### src/inc/prs_consts.vh
// Constants for the raw condition register bank: offsets, bit positions,
// reset values and the event interrupt register layout.
// Assumes inclusion by bare name from the design files.
`ifndef PRS_CONSTS_VH
`define PRS_CONSTS_VH

// Register indices as printed; byte address is four times the index
`define PRS_IDX_GLOBAL    8'h25
`define PRS_IDX_STEP_DOWN 8'h26
`define PRS_IDX_STEP_UP   8'h27
`define PRS_IDX_MONITOR   8'h28
`define PRS_IDX_EVT_STAT  8'h30
`define PRS_IDX_EVT_MASK  8'h31

// Global condition bits
`define PRS_GC_SYNC_BAD   3
`define PRS_GC_TSD        2
`define PRS_GC_TWARN      1
`define PRS_GC_OVP        0
// Step-down state bits
`define PRS_SD_EN1        7
`define PRS_SD_OK1        6
`define PRS_SD_LIM1       4
`define PRS_SD_EN0        3
`define PRS_SD_OK0        2
`define PRS_SD_LIM0       0
// Step-up state bits
`define PRS_SU_EN         3
`define PRS_SU_OK         2
`define PRS_SU_LIM        0
// Monitor input state bits
`define PRS_MI_MON2       4
`define PRS_MI_MON1       2
`define PRS_MI_ANA        0

`define PRS_REG_W         8
`define PRS_RESET_VAL     8'h00
`define PRS_LVL_RESET     1'b0
`define PRS_ZERO32        32'h0000_0000
`define PRS_EVT_RESET     4'h0
`define PRS_MASK_RESET    4'h0

`endif

### src/verilog/prs_status_regs.v
// Raw condition register bank with APB slave and change-event interrupt.
// Assumes condition inputs come from analog/other-domain sources and are
// synchronised here; APB master is on clk.
//
// Overview of operation
// - Global bit 3 reads one when sync clock frequency is invalid.
// - Global bit 2 reads one while die is above thermal shutdown.
// - Global bit 1 reads one while die is above thermal warning.
// - Global bit 0 reads one while input is above overvoltage threshold.
// - Step-down bits 7 and 3 show second and first converter enables.
// - Step-down bits 6 and 2 show live output-valid conditions.
// - Step-down bits 4 and 0 show live current-limit conditions.
// - Step-up bit 3 reads one while step-up converter is enabled.
// - Step-up bit 2 shows live step-up output-valid condition.
// - Step-up bit 0 shows live step-up current-limit condition.
// - Monitor bit 4 follows second external monitored voltage validity.
// - Monitor bit 2 follows first external monitored voltage validity.
// - Monitor bit 0 follows analog supply input validity.
// - All four condition registers read-only and zero after reset.
// - Interrupt masks never alter the live condition bits.
`timescale 1ns/10ps
`default_nettype none
`include "prs_consts.vh"

module prs_status_regs
(
  input  wire        clk,
  input  wire        rst,
  input  wire        sync_clock_bad,
  input  wire        overtemp_shutdown_level,
  input  wire        overtemp_warning_level,
  input  wire        input_overvoltage_level,
  input  wire        first_step_down_enabled,
  input  wire        second_step_down_enabled,
  input  wire        first_step_down_output_ok,
  input  wire        second_step_down_output_ok,
  input  wire        first_step_down_at_limit,
  input  wire        second_step_down_at_limit,
  input  wire        step_up_enabled,
  input  wire        step_up_output_ok,
  input  wire        step_up_at_limit,
  input  wire        first_monitor_ok,
  input  wire        second_monitor_ok,
  input  wire        analog_supply_ok,
  input  wire        psel,
  input  wire        penable,
  input  wire        pwrite,
  input  wire [11:0] paddr,
  input  wire [31:0] pwdata,
  output wire        pready,
  output reg  [31:0] prdata,
  output wire        pslverr,
  output wire        irq
);

  ////////////////////////////////////////////////////////////////////////////
  // Input synchronisers: every condition is asynchronous to clk, so each
  // level passes its own two-flop stage before any logic reads it
  wire sync_clock_bad_s;
  wire overtemp_shutdown_s;
  wire overtemp_warning_s;
  wire input_overvoltage_s;
  wire first_en_s;
  wire second_en_s;
  wire first_ok_s;
  wire second_ok_s;
  wire first_lim_s;
  wire second_lim_s;
  wire step_up_en_s;
  wire step_up_ok_s;
  wire step_up_lim_s;
  wire first_mon_s;
  wire second_mon_s;
  wire analog_ok_s;

  prs_sync2 sync_clk_bad_u
  (
    .clk (clk),
    .rst (rst),
    .d   (sync_clock_bad),
    .q   (sync_clock_bad_s)
  );

  prs_sync2 sync_tsd_u
  (
    .clk (clk),
    .rst (rst),
    .d   (overtemp_shutdown_level),
    .q   (overtemp_shutdown_s)
  );

  prs_sync2 sync_twarn_u
  (
    .clk (clk),
    .rst (rst),
    .d   (overtemp_warning_level),
    .q   (overtemp_warning_s)
  );

  prs_sync2 sync_ovp_u
  (
    .clk (clk),
    .rst (rst),
    .d   (input_overvoltage_level),
    .q   (input_overvoltage_s)
  );

  prs_sync2 sync_en0_u
  (
    .clk (clk),
    .rst (rst),
    .d   (first_step_down_enabled),
    .q   (first_en_s)
  );

  prs_sync2 sync_en1_u
  (
    .clk (clk),
    .rst (rst),
    .d   (second_step_down_enabled),
    .q   (second_en_s)
  );

  prs_sync2 sync_ok0_u
  (
    .clk (clk),
    .rst (rst),
    .d   (first_step_down_output_ok),
    .q   (first_ok_s)
  );

  prs_sync2 sync_ok1_u
  (
    .clk (clk),
    .rst (rst),
    .d   (second_step_down_output_ok),
    .q   (second_ok_s)
  );

  prs_sync2 sync_lim0_u
  (
    .clk (clk),
    .rst (rst),
    .d   (first_step_down_at_limit),
    .q   (first_lim_s)
  );

  prs_sync2 sync_lim1_u
  (
    .clk (clk),
    .rst (rst),
    .d   (second_step_down_at_limit),
    .q   (second_lim_s)
  );

  prs_sync2 sync_su_en_u
  (
    .clk (clk),
    .rst (rst),
    .d   (step_up_enabled),
    .q   (step_up_en_s)
  );

  prs_sync2 sync_su_ok_u
  (
    .clk (clk),
    .rst (rst),
    .d   (step_up_output_ok),
    .q   (step_up_ok_s)
  );

  prs_sync2 sync_su_lim_u
  (
    .clk (clk),
    .rst (rst),
    .d   (step_up_at_limit),
    .q   (step_up_lim_s)
  );

  prs_sync2 sync_mon1_u
  (
    .clk (clk),
    .rst (rst),
    .d   (first_monitor_ok),
    .q   (first_mon_s)
  );

  prs_sync2 sync_mon2_u
  (
    .clk (clk),
    .rst (rst),
    .d   (second_monitor_ok),
    .q   (second_mon_s)
  );

  prs_sync2 sync_ana_u
  (
    .clk (clk),
    .rst (rst),
    .d   (analog_supply_ok),
    .q   (analog_ok_s)
  );

  ////////////////////////////////////////////////////////////////////////////
  // Live condition registers, assembled from the synchronised levels
  reg [7:0] global_nxt;
  reg [7:0] step_down_nxt;
  reg [7:0] step_up_nxt;
  reg [7:0] monitor_nxt;

  // Reserved positions stay zero because nothing ever sets them
  always @*
  begin
    global_nxt    = `PRS_RESET_VAL;
    step_down_nxt = `PRS_RESET_VAL;
    step_up_nxt   = `PRS_RESET_VAL;
    monitor_nxt   = `PRS_RESET_VAL;
    global_nxt[`PRS_GC_SYNC_BAD] = sync_clock_bad_s;
    global_nxt[`PRS_GC_TSD]      = overtemp_shutdown_s;
    global_nxt[`PRS_GC_TWARN]    = overtemp_warning_s;
    global_nxt[`PRS_GC_OVP]      = input_overvoltage_s;
    step_down_nxt[`PRS_SD_EN0]   = first_en_s;
    step_down_nxt[`PRS_SD_EN1]   = second_en_s;
    step_down_nxt[`PRS_SD_OK0]   = first_ok_s;
    step_down_nxt[`PRS_SD_OK1]   = second_ok_s;
    step_down_nxt[`PRS_SD_LIM0]  = first_lim_s;
    step_down_nxt[`PRS_SD_LIM1]  = second_lim_s;
    step_up_nxt[`PRS_SU_EN]      = step_up_en_s;
    step_up_nxt[`PRS_SU_OK]      = step_up_ok_s;
    step_up_nxt[`PRS_SU_LIM]     = step_up_lim_s;
    monitor_nxt[`PRS_MI_MON1]    = first_mon_s;
    monitor_nxt[`PRS_MI_MON2]    = second_mon_s;
    monitor_nxt[`PRS_MI_ANA]     = analog_ok_s;
  end

  reg [7:0] global_condition_flags_r;
  reg [7:0] step_down_state_r;
  reg [7:0] step_up_state_r;
  reg [7:0] monitor_input_state_r;

  // Registers track hardware only; no bus path writes them
  always @(posedge clk)
  begin
    if (rst)
    begin
      global_condition_flags_r <= `PRS_RESET_VAL;
      step_down_state_r        <= `PRS_RESET_VAL;
      step_up_state_r          <= `PRS_RESET_VAL;
      monitor_input_state_r    <= `PRS_RESET_VAL;
    end
    else
    begin
      global_condition_flags_r <= global_nxt;
      step_down_state_r        <= step_down_nxt;
      step_up_state_r          <= step_up_nxt;
      monitor_input_state_r    <= monitor_nxt;
    end
  end

  ////////////////////////////////////////////////////////////////////////////
  // Change events: one sticky bit per condition register
  reg  [3:0] evt_stat_r;
  reg  [3:0] evt_mask_r;
  wire [3:0] evt_hit;
  wire       wr_acc;
  wire [9:0] widx;

  // Any change of a register's live value counts as its event
  assign evt_hit = {monitor_nxt   != monitor_input_state_r,
                    step_up_nxt   != step_up_state_r,
                    step_down_nxt != step_down_state_r,
                    global_nxt    != global_condition_flags_r};

  assign wr_acc = psel & penable & pwrite;
  assign widx   = paddr[11:2];

  // Set beats a simultaneous write-one clear so no event is lost
  always @(posedge clk)
  begin
    if (rst)
    begin
      evt_stat_r <= `PRS_EVT_RESET;
      evt_mask_r <= `PRS_MASK_RESET;
    end
    else
    begin
      if (wr_acc && widx == {2'b00, `PRS_IDX_EVT_STAT})
        evt_stat_r <= (evt_stat_r & ~pwdata[3:0]) | evt_hit;
      else
        evt_stat_r <= evt_stat_r | evt_hit;
      if (wr_acc && widx == {2'b00, `PRS_IDX_EVT_MASK})
        evt_mask_r <= pwdata[3:0];
    end
  end

  // Mask gates only the interrupt, never the condition bits
  assign irq = |(evt_stat_r & evt_mask_r);

  ////////////////////////////////////////////////////////////////////////////
  // APB slave: zero wait states, unmapped reads return zero
  reg [31:0] rdata_nxt;
  wire       rd_setup;

  assign pready   = 1'b1;
  assign pslverr  = 1'b0;
  assign rd_setup = psel & ~penable & ~pwrite;

  // Read decode; writes to condition registers fall through unused
  always @*
  begin
    rdata_nxt = `PRS_ZERO32;
    if (paddr[11:2] == {2'b00, `PRS_IDX_GLOBAL})
      rdata_nxt = {24'h00_0000, global_condition_flags_r};
    else if (paddr[11:2] == {2'b00, `PRS_IDX_STEP_DOWN})
      rdata_nxt = {24'h00_0000, step_down_state_r};
    else if (paddr[11:2] == {2'b00, `PRS_IDX_STEP_UP})
      rdata_nxt = {24'h00_0000, step_up_state_r};
    else if (paddr[11:2] == {2'b00, `PRS_IDX_MONITOR})
      rdata_nxt = {24'h00_0000, monitor_input_state_r};
    else if (paddr[11:2] == {2'b00, `PRS_IDX_EVT_STAT})
      rdata_nxt = {28'h000_0000, evt_stat_r};
    else if (paddr[11:2] == {2'b00, `PRS_IDX_EVT_MASK})
      rdata_nxt = {28'h000_0000, evt_mask_r};
  end

  // Read data captured in setup so it is a flop during access
  always @(posedge clk)
  begin
    if (rst)
      prdata <= `PRS_ZERO32;
    else if (rd_setup)
      prdata <= rdata_nxt;
  end

endmodule

////////////////////////////////////////////////////////////////////////////
// Two-flop synchroniser for one asynchronous level input
module prs_sync2
(
  input  wire clk,
  input  wire rst,
  input  wire d,
  output reg  q
);

  reg meta_r;

  // Only q feeds logic; meta_r may settle late after a metastable sample
  always @(posedge clk)
  begin
    if (rst)
    begin
      meta_r <= `PRS_LVL_RESET;
      q      <= `PRS_LVL_RESET;
    end
    else
    begin
      meta_r <= d;
      q      <= meta_r;
    end
  end

endmodule

`default_nettype wire

### config.mk
export PLATFORM = sky130hd
export DESIGN_NAME = prs_status_regs
export DESIGN_NICKNAME = d
export VERILOG_FILES = /design/src/verilog/prs_status_regs.v
export VERILOG_INCLUDE_DIRS = /design/src /design/src/inc
export SDC_FILE = /design/constraint.sdc
export NUM_CORES = 1
export LEC_CHECK = 0
export BUFFER_PORTS_ARGS = -buffer_cell sky130_fd_sc_hd__buf_2
export CELL_PAD_IN_SITES_DETAIL_PLACEMENT = 1
export CELL_PAD_IN_SITES_GLOBAL_PLACEMENT = 1
export CORE_ASPECT_RATIO = 0.8
export CORE_MARGIN = 2
export CORE_UTILIZATION = 38
export CTS_CLUSTER_DIAMETER = 120
export DETAILED_ROUTE_END_ITERATION = 8
export GPL_TIMING_DRIVEN = 0
export PLACE_DENSITY = 0.95
export SLEW_MARGIN = 20
export SYNTH_ARGS = -nofsm -noshare
export SYNTH_HDL_FRONTEND = slang
export SYNTH_HIERARCHICAL = 1
export SYNTH_SLANG_ARGS = --single-unit
### constraint.sdc
create_clock -name clk -period 3.1 [get_ports clk]
set_input_delay 0.31 -clock clk [delete_from_list [all_inputs] [get_ports clk]]
set_output_delay 0.31 -clock clk [all_outputs]
set_load 0.01 [all_outputs]
* Yosys cells after proc, flatten, opt, wreduce, memory -nomap -nowiden
Index checks and enable logic that the tools add are counted.
** Storage, ports and cells
- Output and inout port bits :: 35
- Input bits :: 65
- Logic and storage cells :: 74
- Bits in registers :: 104
** Operators by class
- Multiplexer cells :: 7
- Equality and inequality tests :: 10
- Reductions and logical operators :: 3
- Bitwise logic cells :: 11
** Operators by type and width (count)
- $eq 10x6->1 const B :: 6
- $mux 8 :: 4
- $ne 4x8->1 :: 2
- $mux 4 :: 3
- $and 4x4->4 :: 2
- $ne 5x8->1 :: 1
- $ne 8x8->1 :: 1
- $or 4x4->4 :: 2
- $and 1x1->1 :: 4
- $not 4->4 :: 1
- $reduce_or 4->1 :: 1
- $logic_and 1x1->1 :: 2
- $not 1->1 :: 2

* Logic depth before layout (Yosys ltp)
- Depth after elaboration :: 7
- Gate-level depth with buffers :: 6
- Mapped depth without buffers :: 5

* Hierarchy
Netlist, hierarchy kept.
** Modules (own cells, without submodules)
- prs_status_regs :: instances 1, cells an instance 189, area an instance 1697.9 sq um, sequential area each 620.6 sq um
- prs_sync2 :: instances 16, cells an instance 4, area an instance 52.6 sq um, sequential area each 40.0 sq um

* Least setup slack after synthesis
Ideal clock, no wire load.
- Kind :: input-to-reg
- Start point :: input paddr[3]
- End point :: register prdata[0]
- Data arrival time :: 1574 ps
- Stages :: 6
- Path buffers :: 1
- Data required time :: 2966 ps
- Path slack :: 1392 ps
- Library setup time :: 134 ps
- Cell sequence :: buf_6 or4b_4 or2_2 o21ai_0 a311o_1 a211oi_2
** On the way
- Longest elaborated chain between the ends :: 7
- Elaborated cells between the ends (all ways) :: 12
- Classes of those cells :: eq/ne: 6; mux: 6
** Ends and longest elaborated chain
- start: declaration :: line prs_status_regs.v:48 : input wire [11:0] paddr,
- $eq 10x6->1 :: line prs_status_regs.v:322 : else if (paddr[11:2] == {2'b00, `PRS_IDX_EVT_MASK})
- $mux 4 :: line prs_status_regs.v:322
- $mux 4 :: line prs_status_regs.v:320 : else if (paddr[11:2] == {2'b00, `PRS_IDX_EVT_STAT})
- $mux 8 :: line prs_status_regs.v:318 : else if (paddr[11:2] == {2'b00, `PRS_IDX_MONITOR})
- $mux 8 :: line prs_status_regs.v:316 : else if (paddr[11:2] == {2'b00, `PRS_IDX_STEP_UP})
- $mux 8 :: line prs_status_regs.v:314 : else if (paddr[11:2] == {2'b00, `PRS_IDX_STEP_DOWN})
- $mux 8 * :: line prs_status_regs.v:312 : if (paddr[11:2] == {2'b00, `PRS_IDX_GLOBAL})
- end signal: assignment :: line prs_status_regs.v:330 : prdata <= `PRS_ZERO32;
- end signal: assignment :: line prs_status_regs.v:332 : prdata <= rdata_nxt;
- end: declaration :: line prs_status_regs.v:51 : output reg [31:0] prdata,
Mark *: on every way between the ends. The rest lies on a longest branch, timed or not.
A chain may end at the register's enable or synchronous reset.

* Final worst setup path
- Start point :: input paddr[2]
- End point :: register evt_mask_r[1]
** On the way
- Longest elaborated chain between the ends :: 2
** Ends and longest elaborated chain
- $eq 10x6->1 :: line prs_status_regs.v:291 : if (wr_acc && widx == {2'b00, `PRS_IDX_EVT_MASK})
- $logic_and 1x1->1 :: line prs_status_regs.v:291
- end signal: assignment :: line prs_status_regs.v:283 : evt_mask_r <= `PRS_MASK_RESET;
- end signal: assignment :: line prs_status_regs.v:292 : evt_mask_r <= pwdata[3:0];
- end: declaration :: line prs_status_regs.v:263 : reg [3:0] evt_mask_r;
No other way between the ends.

==> qor.yml <==
post-place-cells: 403
final_antenna_net_count: 0
numPortBuffers: 41
max_freq_mhz: 611
slowest_stage: "nor4b_4"
numCtsBuffers: 9
synthArstFlopShare_pct: 0
antenna_found_initial: 0
grt_max_degree: 37
start_util_pct: 39.4
ff2ff_setup_slack_ns: 1.94
synth-adder-area-share_pct: 0
cts_sinks: 63
insertedDiodeCount: 0
cpLargestDelayFamily: "simple AND/OR/NAND/NOR gates"
drt_iter0_markers: 55
start_kind: "primary input"
r2r-end: "evt_stat_r[0]$_SDFF_PP0_"
instances_no_fill: 419
worst_pin_slew_ns: 0.585
ys_seq_elements: 63
synth_top_family_by_area: "simple AND/OR/NAND/NOR gates"
worstHoldStart: "first_step_down_at_limit"
finClkSkew_ns: 0.00523
grt-ovfl-total: 0
critical_path_class: "primary input to flop"
relSlewSlack_pct: 61.0
setup_viol_count_final: 0
ctsHoldBuffers: 0
hold_path_end: "sync_lim0_u/meta_r$_SDFF_PP0_"
post-cts-setup-buffers: 0
path_cells: "buf_2, buf_2, inv_1, nor2_1, nor4b_4, mux2i_1, nor2_1"
htreeDepth: 3
setup_tns_ns: 0
yosys_warnings: 6
period_share_pct: 52.8
viasPerCell: 4.48
nets: 395
drv_cap: 0
io_pins: 100
via_count: 1876
crit_required_ns: 3.31
synth-seq-area-share_pct: 49.7
critical_path.max_fanout: 10
yosys.area_share.simple_pct: 22.0
min_period_ns: 1.64
synthCells: 253
synth_edf_count: 0
peakVddDrop_mv: 0.208
hold_viol_final: 0
min_path_cells: 2
synth_compound_area_share_pct: 9.12
cts_resized: 0
rr_worst_depth: 3
clock_path_buffers: 2
power.density_nw_per_um2: 526
crit_buf_inv: 3
drt-pass1-iter-count: 4
area_growth_pct: 22.8
drc_errors: 0
postSynthAreaPerCell_um2: 10.0
synth_mux_area_share_pct: 3.25
p_leak_nw: 1.38
dieArea_um2: 7350
grt_usage_pct: 15.9
cts_tree: "built"
dp_hpwl_mm: 4.00
critical_path_arrival_ns: 1.84
hp-class: "primary input to flop"
fp.dieW_um: 95.4
place.gp.congestion: 0.880
die_y_um: 77.1
avgRoutedWirePerCell_um: 12.9
grt_pass1_wl_mm: 8.78
rsz0062_at_grt: "false"
endpoint_kind: "flop"
wirelength_mm: 5.42
fp.coreArea_um2: 6440
clkTransAtPathRegs_ns: 0.07
synth_cell_types: 43
drv_slew: 0
clock_latency_ns: 0.34
rows: 26
regToRegStartpoint: "global_condition_flags_r[3]$_SDFF_PP0_"
cpPeakStageDelay_ns: 0.48
cts-root-buf: "clkbuf_8"
syn_area_um2: 2540
synth-main-ff-cell: "dfxtp_1"
status: "finished clean"
synthXorXnorAreaFrac_pct: 5.52
drive_above_1_share_pct: 29.6
grt_pass1_vias: 1867
## through the flow
step	hold slack [ns]	setup WS (ns)	power (mW)	cell area [µm²]	utilization, %
after floorplan	0.382	1.39	0.982	2630	-
after global placement	0.424	1.21	1.03	2940	45.7
after detailed placement	0.425	1.15	1.03	2940	45.7
after CTS	0.158	1.50	1.66	3120	48.4
after global routing	0.154	1.35	1.73	3120	48.4
final	0.178	1.46	1.64	3120	48.4
## synthesized netlist by cell type (3+ instances only)
cell type | count | area, µm²
buf_4 | 27 | 203
inv_1 | 6 | 22.5
xnor2_1 | 8 | 70.1
nor2b_1 | 49 | 307
nand3_1 | 5 | 25.0
or2_2 | 3 | 18.8
a21oi_1 | 8 | 40.0
dfxtp_1 | 63 | 1260
nand2_1 | 5 | 18.8
nor2_1 | 14 | 52.6
a41oi_1 | 3 | 26.3
o21ai_0 | 4 | 20.0
xor2_1 | 8 | 70.1
nand4_1 | 3 | 18.8
mux2i_1 | 6 | 60.1
clkbuf_1 | 3 | 11.3
o21ai_1 | 3 | 15.0
## state kept, by name, indices dropped and copies added (netlist names), 3 cells and up
register,count
prdata,7
step_up_state_r,3
evt_mask_r,4
monitor_input_state_r,3
global_condition_flags_r,4
step_down_state_r,6
evt_stat_r,4
## logic make-up after synthesis
| logic type | Yosys count |
|---|---|
| compound gates | 33 |
| xor+xnor | 16 |
| buf+inv | 39 |
| flops | 63 |
| mux | 8 |
| other cells | 2 |
| simple gates | 92 |
## where the power goes
part           total (mW)  internal (mW)  switching, mW
Sequential          0.861          0.843         0.0182
Clock               0.621          0.310          0.311
Combinational       0.158         0.0791         0.0790
Total                1.64           1.23          0.409
## worst max path at each step
stage                                             to  slack (ns)  cells after the start      from
after global routing      evt_mask_r[0]$_SDFFE_PP0P_        1.35                      7  paddr[2]
after global placement      evt_stat_r[1]$_SDFF_PP0_        1.21                      5  paddr[4]
after floorplan               prdata[0]$_SDFFE_PP0P_        1.39                      6  paddr[3]
after CTS                 evt_mask_r[1]$_SDFFE_PP0P_        1.50                      7  paddr[2]
after detailed placement  evt_mask_r[1]$_SDFFE_PP0P_        1.15                      7  paddr[2]
final                     evt_mask_r[1]$_SDFFE_PP0P_        1.46                      7  paddr[2]
## cells in the final DEF (no fill, tap or decap), types with 3 or more instances in the layout
| master | count |
|---|---|
| dfxtp_1 | 63 |
| nor2b_1 | 49 |
| buf_2 | 42 |
| buf_4 | 27 |
| conb_1 | 27 |
| nor2_1 | 14 |
| clkbuf_8 | 10 |
| xnor2_1 | 8 |
| xor2_1 | 8 |
| a21oi_1 | 8 |
| inv_1 | 6 |
| mux2i_1 | 6 |
| nand2_1 | 5 |
| nand3_1 | 5 |
| clkbuf_1 | 4 |
| o21ai_0 | 4 |
| or2_2 | 3 |
| o21ai_1 | 3 |
| a41oi_1 | 3 |
| nand4_1 | 3 |
## layout make-up
class                      instances  area (µm²)
inverter                           6        22.5
fill                             788        3320
clock buffer                      11         141
clock inverter                     5        33.8
multi-input combinational        176        1110
tap                               84         105
sequential                        63        1260
timing repair buffer              41         205
buffer                            33         234
## routing by layer
| metal | vias up | routed length, µm | part of all wire [%] | GRT usage [%] |
|---|---|---|---|---|
| met5 | - | 0 | 0 | 0 |
| met2 | 61 | 2510 | 46 | 24.4 |
| met1 | 863 | 2500 | 46 | 19.7 |
| li1 | 947 | - | - | - |
| met4 | 0 | 42 | 0.78 | 5.14 |
| met3 | 5 | 359 | 6.6 | 7.37 |
Power figures use the tool's default switching activity.
